--- src/core/clms_pkg.sv ---
package clms_pkg;

	// ---------------------------------------------------------------
	// register map
	// ---------------------------------------------------------------
	localparam logic [3:0] CLMS_OFF_CTRL = 4'h0;
	localparam logic [3:0] CLMS_OFF_STATUS = 4'h4;

	// control word field positions
	localparam int CLMS_CTRL_EXT_GEN_ON = 0;
	localparam int CLMS_CTRL_INT_GEN_ON = 1;
	localparam int CLMS_CTRL_MONITOR_ON = 2;
	localparam int CLMS_CTRL_CLK_SEL = 3;
	localparam int CLMS_CTRL_SLOW_XTAL = 4;

	// status word field positions
	localparam int CLMS_STAT_EXT_STABLE = 0;
	localparam int CLMS_STAT_INT_STABLE = 1;
	localparam int CLMS_STAT_EXT_INACTIVE = 2;
	localparam int CLMS_STAT_INT_INACTIVE = 3;
	localparam int CLMS_STAT_EXT_SIDE = 4;
	localparam int CLMS_STAT_INT_SIDE = 5;

	// ---------------------------------------------------------------
	// divider ratios
	// ---------------------------------------------------------------
	localparam int CLMS_SETTLE_DIV = 4096;
	localparam int CLMS_EXT_LONG_DIV = 128;
	localparam int CLMS_INT_LONG_DIV = 16;
	localparam logic [11:0] CLMS_SETTLE_LAST = 12'(CLMS_SETTLE_DIV - 1);
	localparam logic [11:0] CLMS_EXT_LONG_LAST = 12'(CLMS_EXT_LONG_DIV - 1);
	localparam logic [11:0] CLMS_INT_LONG_LAST = 12'(CLMS_INT_LONG_DIV - 1);
	localparam logic [1:0] CLMS_MISS_LIMIT = 2'h2;
	localparam logic [1:0] CLMS_BAND_NEEDED = 2'h2;

	// control word
	typedef struct packed {
		logic slow_crystal_sel;
		logic clk_sel;
		logic monitor_on;
		logic int_gen_on;
		logic ext_gen_on;
	} clms_ctrl_t;

	localparam clms_ctrl_t CLMS_CTRL_RESET = '{slow_crystal_sel: 1'b0, clk_sel: 1'b0, monitor_on: 1'b0,
		int_gen_on: 1'b1, ext_gen_on: 1'b0};

	// status word
	typedef struct packed {
		logic int_side;
		logic ext_side;
		logic int_inactive;
		logic ext_inactive;
		logic int_stable;
		logic ext_stable;
	} clms_stat_t;

endpackage

--- src/core/clms_top.sv ---
// Chosen here: the Avalon-MM register port and the placing of the registers.
`timescale 1ns/100ps
// Overview of operation
// - slow crystal bit lowers amplifier gain for 32-100 kHz, else 1-8 MHz gain.
// - amplifier enabled only with external generator on and stop mode off.
// - input path buffers crystal input into external clock, same enable.
// - monitor flags failure on stopped clock or clock below other reference/4.
// - monitor on sets only with both generators on and both stable.
// - monitor stays on when a clock later loses stability.
// - stable: external ref ext/(128*4) or ext/4, internal ref base/4 or base/64.
// - unstable: long divider makes settle clock ext/4096, external ref off.
// - long divider held reset while external generator enable clear.
// - external stable sets on settle clock falling edge after 4096 cycles.
// - later divider edges only reinforce the stable flag, never clear it.
// - external stable clears on generator off or external inactive.
// - external inactive returns long divider to settling, changing ref ratios.
// - internal detector: base fall each ext ref low; two misses set inactive.
// - internal stable after two in-band measurements; clears on fault or disable.
// - external detector: ext fall each int ref low; two misses set inactive.
// - select bit picks external or internal clock; output divided by two.
// - switch runs old clock 1-2 cycles, low 1-2 new cycles, glitch free.
// - reset forces internal clock selection.
// - with monitor on, inactive side forced deselected; active side follows.
// - external enable equals generator on and not stop; else clock low.
// - internal enable equals generator on and not stop.
// - select write ignored unless requested source on and stable.
module clms_top
	import clms_pkg::*;
(
	// clock and reset
	input wire logic clk,
	input wire logic rst,
	// avalon-mm slave
	input wire logic [3:0] avs_address,
	input wire logic avs_read,
	input wire logic avs_write,
	input wire logic [31:0] avs_writedata,
	input wire logic [3:0] avs_byteenable,
	output logic [31:0] avs_readdata,
	output logic avs_waitrequest,
	// system and analog inputs
	input wire logic gen_stop,
	input wire logic xtal_in,
	input wire logic int_clk,
	input wire logic int_base_clk,
	input wire logic int_in_band,
	// oscillator controls
	output logic xtal_amp_en,
	output logic xtal_gain_slow,
	output logic ext_gen_en,
	output logic int_gen_en,
	// clock outputs
	output logic ext_clk,
	output logic ext_settle_clk,
	output logic ext_ref_clk,
	output logic int_ref_clk,
	output logic osc_out_clk,
	output logic gen_out_clk
);

	// ---------------------------------------------------------------
	// declarations
	// ---------------------------------------------------------------
	clms_ctrl_t ctrl;
	clms_stat_t stat;
	logic ack;
	logic acc_wr;
	logic [3:0] in_raw;
	logic [3:0] in_filt;
	logic [3:0] in_prev;
	logic [3:0] in_fall;
	logic ext_fall;
	logic base_fall;
	logic int_clk_fall;
	logic band_ok;
	logic ext_stable;
	logic ext_stable_d;
	logic int_stable;
	logic [11:0] long_cnt;
	logic long_wrap_ext;
	logic long_wrap_int;
	logic settle_edge;
	logic ext_tick;
	logic int_tick;
	logic [1:0] ext_q;
	logic [1:0] int_q;
	logic [1:0] band_cnt;
	logic [1:0] ref_low;
	logic [1:0] ref_rise;
	logic [1:0] tgt_fall;
	logic [1:0] seen;
	logic [1:0] inactive;
	logic [1:0] miss [0:1];
	logic ext_ok;
	logic int_ok;
	logic e_s1;
	logic e_s2;
	logic i_s1;
	logic i_s2;
	logic osc_prev;
	logic [31:0] next_readdata;

	// ---------------------------------------------------------------
	// pin synchronisers
	// ---------------------------------------------------------------
	assign in_raw = {int_in_band, int_base_clk, int_clk, xtal_in};

	// three flops per input; a change counts once the last two agree
	genvar g;
	generate
		for (g = 0; g < 4; g++)
		begin : g_sync
			logic s1;
			logic s2;
			logic s3;
			always_ff @(posedge clk or posedge rst)
			begin
				if (rst)
				begin
					s1 <= 1'b0;
					s2 <= 1'b0;
					s3 <= 1'b0;
					in_filt[g] <= 1'b0;
					in_prev[g] <= 1'b0;
				end
				else
				begin
					s1 <= in_raw[g];
					s2 <= s1;
					s3 <= s2;
					if (s2 == s3)
						in_filt[g] <= s3;
					in_prev[g] <= in_filt[g];
				end
			end
			assign in_fall[g] = in_prev[g] & ~in_filt[g];
		end
	endgenerate

	// clocks are only seen while their generator is enabled
	assign ext_fall = in_fall[0] & ext_gen_en;
	assign int_clk_fall = in_fall[1] & int_gen_en;
	assign base_fall = in_fall[2] & int_gen_en;
	assign band_ok = in_filt[3];

	// ---------------------------------------------------------------
	// oscillator enables
	// ---------------------------------------------------------------
	// enables follow the control bits and stop mode; gain follows the crystal bit alone
	always_ff @(posedge clk or posedge rst)
	begin
		if (rst)
		begin
			ext_gen_en <= 1'b0;
			int_gen_en <= 1'b0;
			xtal_amp_en <= 1'b0;
			xtal_gain_slow <= 1'b0;
			ext_clk <= 1'b0;
		end
		else
		begin
			ext_gen_en <= ctrl.ext_gen_on & ~gen_stop;
			int_gen_en <= ctrl.int_gen_on & ~gen_stop;
			xtal_amp_en <= ctrl.ext_gen_on & ~gen_stop;
			xtal_gain_slow <= ctrl.slow_crystal_sel;
			ext_clk <= in_filt[0] & ext_gen_en;
		end
	end

	// ---------------------------------------------------------------
	// long divider and references
	// ---------------------------------------------------------------
	assign settle_edge = ~ext_stable & ext_fall & (long_cnt == CLMS_SETTLE_LAST);
	assign long_wrap_ext = ext_stable & ~ctrl.slow_crystal_sel & ext_fall & (long_cnt == CLMS_EXT_LONG_LAST);
	assign long_wrap_int = ext_stable & ctrl.slow_crystal_sel & base_fall & (long_cnt == CLMS_INT_LONG_LAST);

	// long divider: settling on ext, then ext/128 or base/16
	always_ff @(posedge clk or posedge rst)
	begin
		if (rst)
			long_cnt <= 12'h000;
		else if (~ext_gen_en || ext_stable != ext_stable_d)
			long_cnt <= 12'h000;
		else if (~ext_stable)
		begin
			if (ext_fall)
				long_cnt <= long_cnt + 12'h001;
		end
		else if (long_wrap_ext || long_wrap_int)
			long_cnt <= 12'h000;
		else if (ctrl.slow_crystal_sel ? base_fall : ext_fall)
			long_cnt <= long_cnt + 12'h001;
	end

	// settle clock is the divider msb only while settling
	always_ff @(posedge clk or posedge rst)
	begin
		if (rst)
			ext_settle_clk <= 1'b0;
		else
			ext_settle_clk <= ~ext_stable & long_cnt[11];
	end

	// ticks into the divide-by-four stages
	assign ext_tick = ext_stable & (ctrl.slow_crystal_sel ? ext_fall : long_wrap_ext);
	assign int_tick = (ext_stable & ctrl.slow_crystal_sel) ? long_wrap_int : base_fall;

	// divide-by-four stages; external reference off while settling
	always_ff @(posedge clk or posedge rst)
	begin
		if (rst)
		begin
			ext_q <= 2'h0;
			int_q <= 2'h0;
		end
		else
		begin
			if (~ext_stable)
				ext_q <= 2'h0;
			else if (ext_tick)
				ext_q <= ext_q + 2'h1;
			if (~int_gen_en)
				int_q <= 2'h0;
			else if (int_tick)
				int_q <= int_q + 2'h1;
		end
	end

	// reference outputs from flops
	always_ff @(posedge clk or posedge rst)
	begin
		if (rst)
		begin
			ext_ref_clk <= 1'b0;
			int_ref_clk <= 1'b0;
			ext_stable_d <= 1'b0;
		end
		else
		begin
			ext_ref_clk <= ext_q[1];
			int_ref_clk <= int_q[1];
			ext_stable_d <= ext_stable;
		end
	end

	// ---------------------------------------------------------------
	// activity detectors
	// ---------------------------------------------------------------
	// index 0 watches the base clock, index 1 the external clock
	assign ref_low = {~int_q[1], ~ext_q[1]};
	assign ref_rise = {int_tick & (int_q == 2'h1), ext_tick & (ext_q == 2'h1)};
	assign tgt_fall = {ext_fall, base_fall};

	generate
		for (g = 0; g < 2; g++)
		begin : g_det
			logic seen_now;
			assign seen_now = seen[g] | (tgt_fall[g] & ref_low[g]);
			// two missed low phases set inactive, next edge clears it
			always_ff @(posedge clk or posedge rst)
			begin
				if (rst)
				begin
					seen[g] <= 1'b0;
					miss[g] <= 2'h0;
					inactive[g] <= 1'b0;
				end
				else if (~ctrl.monitor_on)
				begin
					seen[g] <= 1'b0;
					miss[g] <= 2'h0;
					inactive[g] <= 1'b0;
				end
				else if (ref_rise[g])
				begin
					seen[g] <= 1'b0;
					if (seen_now)
					begin
						miss[g] <= 2'h0;
						inactive[g] <= 1'b0;
					end
					else
					begin
						if (miss[g] != CLMS_MISS_LIMIT)
							miss[g] <= miss[g] + 2'h1;
						if (miss[g] + 2'h1 >= CLMS_MISS_LIMIT)
							inactive[g] <= 1'b1;
					end
				end
				else if (tgt_fall[g] & ref_low[g])
				begin
					seen[g] <= 1'b1;
					miss[g] <= 2'h0;
					inactive[g] <= 1'b0;
				end
			end
		end
	endgenerate

	// ---------------------------------------------------------------
	// stable flags
	// ---------------------------------------------------------------
	// external stable: set by settle edge, set wins over clear
	always_ff @(posedge clk or posedge rst)
	begin
		if (rst)
			ext_stable <= 1'b0;
		else if (settle_edge)
			ext_stable <= 1'b1;
		else if (~ctrl.ext_gen_on || inactive[1])
			ext_stable <= 1'b0;
	end

	// in-band measurements once per internal reference period
	always_ff @(posedge clk or posedge rst)
	begin
		if (rst)
			band_cnt <= 2'h0;
		else if (~int_gen_en || ~band_ok)
			band_cnt <= 2'h0;
		else if (int_tick && int_q == 2'h3 && band_cnt != CLMS_BAND_NEEDED)
			band_cnt <= band_cnt + 2'h1;
	end

	// internal stable after two in-band measurements
	always_ff @(posedge clk or posedge rst)
	begin
		if (rst)
			int_stable <= 1'b0;
		else if (~int_gen_en || ~band_ok || inactive[0])
			int_stable <= 1'b0;
		else if (band_cnt == CLMS_BAND_NEEDED)
			int_stable <= 1'b1;
	end

	// ---------------------------------------------------------------
	// control register
	// ---------------------------------------------------------------
	assign ext_ok = ctrl.ext_gen_on & ext_stable;
	assign int_ok = ctrl.int_gen_on & int_stable;
	assign acc_wr = avs_write & ack & (avs_address == CLMS_OFF_CTRL) & avs_byteenable[0];

	// generator and crystal bits
	always_ff @(posedge clk or posedge rst)
	begin
		if (rst)
		begin
			ctrl.ext_gen_on <= CLMS_CTRL_RESET.ext_gen_on;
			ctrl.int_gen_on <= CLMS_CTRL_RESET.int_gen_on;
			ctrl.slow_crystal_sel <= CLMS_CTRL_RESET.slow_crystal_sel;
		end
		else if (acc_wr)
		begin
			ctrl.ext_gen_on <= avs_writedata[CLMS_CTRL_EXT_GEN_ON];
			ctrl.int_gen_on <= avs_writedata[CLMS_CTRL_INT_GEN_ON];
			ctrl.slow_crystal_sel <= avs_writedata[CLMS_CTRL_SLOW_XTAL];
		end
	end

	// monitor on: sets only when both sides on and stable, then holds
	always_ff @(posedge clk or posedge rst)
	begin
		if (rst)
			ctrl.monitor_on <= CLMS_CTRL_RESET.monitor_on;
		else if (acc_wr)
			ctrl.monitor_on <= avs_writedata[CLMS_CTRL_MONITOR_ON]
				& (ctrl.monitor_on | (ext_ok & int_ok));
	end

	// source select: guarded writes, forced by the monitor
	always_ff @(posedge clk or posedge rst)
	begin
		if (rst)
			ctrl.clk_sel <= CLMS_CTRL_RESET.clk_sel;
		else if (ctrl.monitor_on && inactive[0])
			ctrl.clk_sel <= 1'b1;
		else if (ctrl.monitor_on && inactive[1])
			ctrl.clk_sel <= 1'b0;
		else if (acc_wr && avs_writedata[CLMS_CTRL_CLK_SEL] != ctrl.clk_sel)
		begin
			if (avs_writedata[CLMS_CTRL_CLK_SEL] ? ext_ok : int_ok)
				ctrl.clk_sel <= avs_writedata[CLMS_CTRL_CLK_SEL];
		end
	end

	// ---------------------------------------------------------------
	// glitch-free clock switch
	// ---------------------------------------------------------------
	// external side steps on external falls, gated by internal side
	always_ff @(posedge clk or posedge rst)
	begin
		if (rst)
		begin
			e_s1 <= 1'b0;
			e_s2 <= 1'b0;
		end
		else if (ctrl.monitor_on && inactive[1])
		begin
			e_s1 <= 1'b0;
			e_s2 <= 1'b0;
		end
		else if (ext_fall)
		begin
			e_s1 <= ctrl.clk_sel & ~i_s2;
			e_s2 <= e_s1;
		end
	end

	// internal side steps on internal clock falls, gated by external side
	always_ff @(posedge clk or posedge rst)
	begin
		if (rst)
		begin
			i_s1 <= 1'b1;
			i_s2 <= 1'b1;
		end
		else if (ctrl.monitor_on && inactive[0])
		begin
			i_s1 <= 1'b0;
			i_s2 <= 1'b0;
		end
		else if (int_clk_fall)
		begin
			i_s1 <= ~ctrl.clk_sel & ~e_s2;
			i_s2 <= i_s1;
		end
	end

	// selected clock out and divide by two on its rising edge
	always_ff @(posedge clk or posedge rst)
	begin
		if (rst)
		begin
			osc_out_clk <= 1'b0;
			osc_prev <= 1'b0;
			gen_out_clk <= 1'b0;
		end
		else
		begin
			osc_out_clk <= (e_s2 & in_filt[0] & ext_gen_en) | (i_s2 & in_filt[1] & int_gen_en);
			osc_prev <= osc_out_clk;
			if (osc_out_clk & ~osc_prev)
				gen_out_clk <= ~gen_out_clk;
		end
	end

	// ---------------------------------------------------------------
	// avalon-mm slave
	// ---------------------------------------------------------------
	assign stat = '{int_side: i_s2, ext_side: e_s2, int_inactive: inactive[0], ext_inactive: inactive[1],
		int_stable: int_stable, ext_stable: ext_stable};

	// read mux; unmapped offsets read zero
	always_comb
	begin
		next_readdata = 32'h0000_0000;
		case (avs_address)
			CLMS_OFF_CTRL: next_readdata = {27'h000_0000, ctrl};
			CLMS_OFF_STATUS: next_readdata = {26'h000_0000, stat};
			default: next_readdata = 32'h0000_0000;
		endcase
	end

	// one wait cycle per access; read data captured during it
	always_ff @(posedge clk or posedge rst)
	begin
		if (rst)
		begin
			ack <= 1'b0;
			avs_readdata <= 32'h0000_0000;
		end
		else
		begin
			ack <= (avs_read | avs_write) & ~ack;
			if (avs_read & ~ack)
				avs_readdata <= next_readdata;
		end
	end

	assign avs_waitrequest = (avs_read | avs_write) & ~ack;

endmodule

--- config.mk ---
export PLATFORM = sky130hd
export DESIGN_NAME = clms_top
export DESIGN_NICKNAME = d
export VERILOG_FILES = /design/src/core/clms_pkg.sv /design/src/core/clms_top.sv
export SDC_FILE = /design/constraint.sdc
export NUM_CORES = 1
export LEC_CHECK = 0
export ABC_AREA = 1
export BUFFER_PORTS_ARGS = -buffer_cell sky130_fd_sc_hd__buf_2
export CAP_MARGIN = 20
export CORE_MARGIN = 3
export CORE_UTILIZATION = 48
export CTS_CLUSTER_SIZE = 14
export DETAILED_ROUTE_END_ITERATION = 12
export PLACE_DENSITY = 0.76
export SLEW_MARGIN = 10
export SYNTH_ARGS = -nofsm -noshare
export SYNTH_HDL_FRONTEND = slang
export SYNTH_SLANG_ARGS = --single-unit
--- constraint.sdc ---
create_clock -name clk -period 2.1 [get_ports clk]
set_input_delay 0.42 -clock clk [delete_from_list [all_inputs] [get_ports clk]]
set_output_delay 0.42 -clock clk [all_outputs]
set_load 0.01 [all_outputs]
==> results.cfg, run 1 <==
[clock_network]
cts-hold-fix-buffers = 0
cts_tree = done
clkLatencyLatePin_ns = 0.35
clock-sinks = 74
post-cts-setup-buffers = 0
cts_inserted_buffers = 9
clkTransAtPathRegs_ns = 0.09
clockBufferDepth = 2
h-tree-depth = 3
post_cts_resize_count = 0
clockRootBuffer = clkbuf_8

[layout]
final_layout_size_suffix_gt1_frac = 0.192
finalNonFillerCells = 538
antenna-diode-count = 0
final_common_cell = dfrtp_1
final_cell_mix = 71 x dfrtp_1, 67 x nand2_1, 53 x inv_1
final_nets = 493
stdcell_area_sq_mm = 0.00393
syn_to_final_growth_pct = 11.4

[run_status]
status = complete, no violations

[sta]
period_share = 0.824
clock_skew_ns = 0.0115
setup_tns_ns = 0
hold_viol_final = 0
fin_crit_ns = 1.73
setup_viol = 0
rsz0062_at_grt = false
fmax_mhz = 578
slew_violations = 0

[yosys]
synthDistinctLibCells = 37
ys_seq_area_frac = 0.526
synth_area_sq_mm = 0.00353
synth_edf_count = 0
async_reset_ff_frac = 1.00
synth_top_cell_area_share = 0.504
yosysWarningCount = 0
synth.avg_cell_area_sq_um = 9.04
yosysTopAreaCell = dfrtp_1
synth_flop_cell = dfrtp_1
ys_ff_latch = 74
syn_inst = 390
synthTopCellsByArea = dfrtp_1 50%, nand2_1 7.1%, buf_4 5.7%, inv_1 5.7%, nand3_1 4.1%

[floorplanning]
std_cell_rows = 30
initial_core_util = 0.508
boundaryPins = 92
die_area_sq_mm = 0.00841
die_h_microns = 91.7
coreArea_sq_mm = 0.00694
die_x_microns = 91.7

[pwr]
power_mw = 3.09
leakagePower_nw = 2.01
power_per_cell_area_mw_per_mm2 = 787
ir_drop_mv = 0.540

[setup_path]
worst-endpoint-required_ns = 2.34
path_cells = ha_1, nand2_1, inv_1, nand2_1, nor2_1, nand3_1, nand2_2, nand2_1, nand3_2, nand2_1, nand2_1, nand2_1
cp_slowest_cell = dfrtp_1
endpoint_kind = flip-flop
cp_top_family = simple AND/OR/NAND/NOR gates
critPathArrivalTime_ns = 1.97
critPathBufInv = 1
cp_slowest_stage_delay_ns = 0.39
crit_fanout = 10
start_kind = flip-flop
path_common_cell = nand2_1
path_class = reg2reg

[detailed_routing]
vias = 2633
routed_wl_microns = 6480
drc = 0
drtPass1Iterations = 4
ant_nets = 0
drt_iter0_drc = 156
wl_per_cell_microns = 12.0
vias_per_cell = 4.89

[grt]
gr-total-overflow = 0
grt_pass1_wl_microns = 11400
grt_max_degree = 27
antenna_found_initial = 0
grtUsageTotal = 0.170
grt_pass1_vias = 2465

[run]
cap_violations = 0

[placed_design]
dpl.cell_count = 522
dp_hpwl_microns = 4980
gp_congestion = 0.849
dpl_cell_area_sq_mm = 0.00374
port_buffers = 35

[worst_hold_path]
hp-class = in2async
-- stage by stage --
step	utilization	setup WS, ns	hold slack, ns
after floorplan	-	0.629	0.331
after global placement	0.539	0.435	0.333
after detailed placement	0.539	0.392	0.337
after CTS	0.566	0.369	0.0520
after global routing	0.566	0.129	0.0502
final	0.566	0.369	0.0455
-- path summary, 6_finish.rpt --
check	from	end	slack, ns	depth (start not counted)
worst max-delay path	long_cnt[0]	miss[1]	0.37	12
worst min-delay path	rst	avs_readdata[0]	0.05	2
worst max register to register	long_cnt[0]	miss[1]	0.37	12
worst min register to register	g_sync[1].s1	g_sync[1].s2	0.35	0
max in group asynchronous	rst	i_s1	1.43	3
min in group clk	int_in_band	g_sync[3].s1	0.17	1
-- worst reg2reg max path: stages (launching register included) --
cell and delay (ns):
dfrtp_1 0.39, ha_1 0.20, nand2_1 0.07, inv_1 0.10, nand2_1 0.08, nor2_1 0.10
nand3_1 0.09, nand2_2 0.17, nand2_1 0.11, nand3_2 0.10, nand2_1 0.09, nand2_1 0.07
nand2_1 0.05
-- Yosys cell counts, drive strengths merged, types with 4 or more instances --
cell,n
nand3,32
xor2,4
nor3,5
o22ai,4
nand2,73
o21ai,17
dfrtp,71
ha,7
inv,59
buf,29
nand4,14
a21oi,9
nor2,42
maj3,4
-- layout make-up --
| cell class | instances | area, sq um |
|---|---|---|
| repair buffers | 40 | 225 |
| clock inverters | 6 | 47.5 |
| multi-input cells | 253 | 1320 |
| inverters | 59 | 228 |
| well taps | 96 | 120 |
| clock buffers | 10 | 138 |
| fillers | 622 | 3020 |
| flip-flops and latches | 74 | 1860 |
-- cell families (layout without fill, tap and decap cells) --
| family | after synthesis | in the layout | synth area share |
|---|---|---|---|
| compound gates | 38 | 38 | 0.0628 |
| xor+xnor | 6 | 6 | 0.0149 |
| fa+ha+maj | 11 | 11 | 0.0362 |
| buf+inv | 88 | 115 | 0.127 |
| flops | 74 | 74 | 0.526 |
| other cells | 1 | 26 | 0.00106 |
| simple gates | 172 | 172 | 0.231 |
-- state kept, by name (all words and copies together) (netlist names), 2 cells and up --
name and cells:
long_cnt 12, avs_readdata 6, ctrl 5, g_sync.s1 4, g_sync.s2 4, g_sync.s3 4, miss 4, in_filt 3
in_prev 3, band_cnt 2, ext_q 2, inactive 2, int_q 2, seen 2
-- per-layer routing --
layer | GRT usage | routed length (microns)
met1 | 0.233 | 2920
met2 | 0.262 | 3030
met3 | 0.0558 | 438
met4 | 0.0433 | 91
met5 | 0 | 0
-- report_power, final --
part	internal [mW]	total (mW)	switching (mW)	leakage (nW)
sequential	1.57	1.65	0.0859	0.941
combinational	0.152	0.425	0.274	0.973
clock	0.473	1.01	0.541	0.0937
total	2.19	3.09	0.900	2.01
Power figures use the tool's default switching activity.
==> inputs of run 2 (changes only) <==
- CORE_UTILIZATION: 48 -> 53
- PLACE_DENSITY: 0.76 -> 0.8
- clock period: 2.1 -> 1.7 ns (I/O delays scaled with it)
==> run 2 against run 1 <==
Against the previous run: combinational power up 44%; worst hold slack better by 0.047 ns; total power up 34%; first-iteration DRC count up 33%; critical endpoint is now miss[0]; largest cell class unchanged.
==> results.cfg, run 2 (synthesis results as in run 1) <==
[run_status]
status = complete, no violations

[grt]
grt_max_degree = 31
grt_util_met1 = 0.256
grtUsageTotal = 0.191
gr-total-overflow = 0
grt_pass1_wl_microns = 11300
antenna_found_initial = 0
grt_busiest_layer = met2
grt_use_met2 = 0.301
grt_pass1_vias = 2482
use_met3 = 0.0357

[clock_network]
h-tree-depth = 3
clockRootBuffer = clkbuf_8
cts_inserted_buffers = 9
clkLatencyLatePin_ns = 0.35
clkTransAtPathRegs_ns = 0.08
clockBufferDepth = 2
clock-sinks = 74
cts_tree = done

[floorplanning]
coreArea_sq_mm = 0.00639
boundaryPins = 92
die_x_microns = 87.6
die_area_sq_mm = 0.00767
die_h_microns = 87.6
initial_core_util = 0.552
std_cell_rows = 29

[pwr]
pwr-share-seq = 0.489
ir_drop_mv = 0.673
power_per_cell_area_mw_per_mm2 = 999
leakagePower_nw = 2.10
p_sw_frac = 0.274
p_int_mw = 3.00
p_comb_frac = 0.148
p_clk_frac = 0.363
p_switching_mw = 1.13

[placed_design]
gp_congestion = 0.844
dp_hpwl_microns = 4990
port_buffers = 35

[sta]
rsz0062_at_grt = true
hold_viol_final = 0
setup_viol = 0
fmax_mhz = 622
fin_crit_ns = 1.61
slew_violations = 0
period_share = 0.945
clock_skew_ns = 0.00746
setup_tns_ns = 0

[layout]
final_common_cell = dfrtp_1
final_cell_mix = 70 x dfrtp_1, 61 x nand2_1, 52 x inv_1
regMostFlops = long_cnt
final_nets = 508
top_regs = long_cnt x12, avs_readdata x6, ctrl x5
fin_util = 0.647
final_layout_size_suffix_gt1_frac = 0.243
num-fill-cells = 494
syn_to_final_growth_pct = 17.2
antenna-diode-count = 0
largest_reg_flops = 12

[detailed_routing]
drt_iter0_drc = 208
routed_wl_microns = 6850
drc = 0
ant_nets = 0
wl_per_cell_microns = 12.8
vias_per_cell = 4.98
drtPass1Iterations = 4
vias = 2657

[setup_path]
crit_fanout = 7
rr_worst_depth = 12
cp_slowest_cell = dfrtp_1
r2r_slack_ns = 0.09
start_kind = flip-flop
rr_startpoint = long_cnt[1]
endpoint_kind = flip-flop
worst-endpoint-required_ns = 1.94
path_class = reg2reg
critPathArrivalTime_ns = 1.85
crit_start = long_cnt[1]
path_common_cell = nand2_2
path_cells = ha_4, nand2_1, inv_2, nand2_2, nor2_2, nand3_1, nand2_2, nand2_2, nand3_4, buf_4, nand3_1, nand2_1
cp_slowest_stage_delay_ns = 0.41

[worst_hold_path]
worstHoldStart = int_in_band
hp-class = in2reg
hold_depth = 1

[run]
cap_violations = 0
run 2: repair_timing:
item                                   CTS  global route
hold buffers                             1             0
setup endpoints to repair                3            19
pin swaps                                1             7
gates resized for setup                  1            17
endpoints found under the hold margin   16             0
setup buffers                            2             4
run 2: critical path: cells and delay by family (launching register included):
kind	cells	cell delay, ns
adder cells (fa/ha/maj)	1	0.17
buffers and inverters	2	0.19
flip-flops	1	0.41
AND/OR/NAND/NOR	9	0.73
run 2: metrics by stage:
step           total power, mW  setup slack, ns  hold WS, ns  cell area [sq um]  instances
2_1_floorplan             2.46            0.229        0.331               3620        415
3_3_place_gp              2.61           0.0624        0.337               3790        511
3_5_place_dp              2.64          -0.0164        0.344               3790        511
4_1_cts                   4.14           0.0130       0.0806               4040        530
5_1_grt                   4.32          -0.0383       0.0746               4130        534
6_report                  4.13           0.0935       0.0922               4130        534
run 2: power by group through the flow:
stage,clock [mW],sequential (mW),combinational (mW)
3_3_place_gp,0,2.05,0.564
5_1_grt,1.60,2.04,0.686
2_1_floorplan,0,2.07,0.396
4_1_cts,1.53,2.02,0.593
6_report,1.50,2.02,0.612
3_5_place_dp,0,2.05,0.583
run 2: area by class of cell:
| cell class | instances | area, sq um | share of cell area |
|---|---|---|---|
| sequential | 74 | 1860 | 0.449 |
| multi-input combinational | 253 | 1380 | 0.334 |
| inverter | 59 | 228 | 0.0551 |
| tap | 77 | 96.3 | 0.0233 |
| timing repair buffer | 55 | 353 | 0.0854 |
| clock inverter | 6 | 90.1 | 0.0218 |
| clock buffer | 10 | 128 | 0.0309 |
run 2: worst paths after layout:
path / to
setup / recovery: miss[0]
hold / removal: g_sync[3].s1
setup reg to reg: miss[0]
hold reg to reg: g_sync[2].s2
max in group asynchronous: i_s2
min in group asynchronous: g_sync[2].s2
run 2: routing by layer:
layer / routed length, microns / vias up
met1: 3150 / 1242
met2: 3220 / 69
li1: - / 1330
met4: 155 / 0
met5: 0 / -
met3: 321 / 16
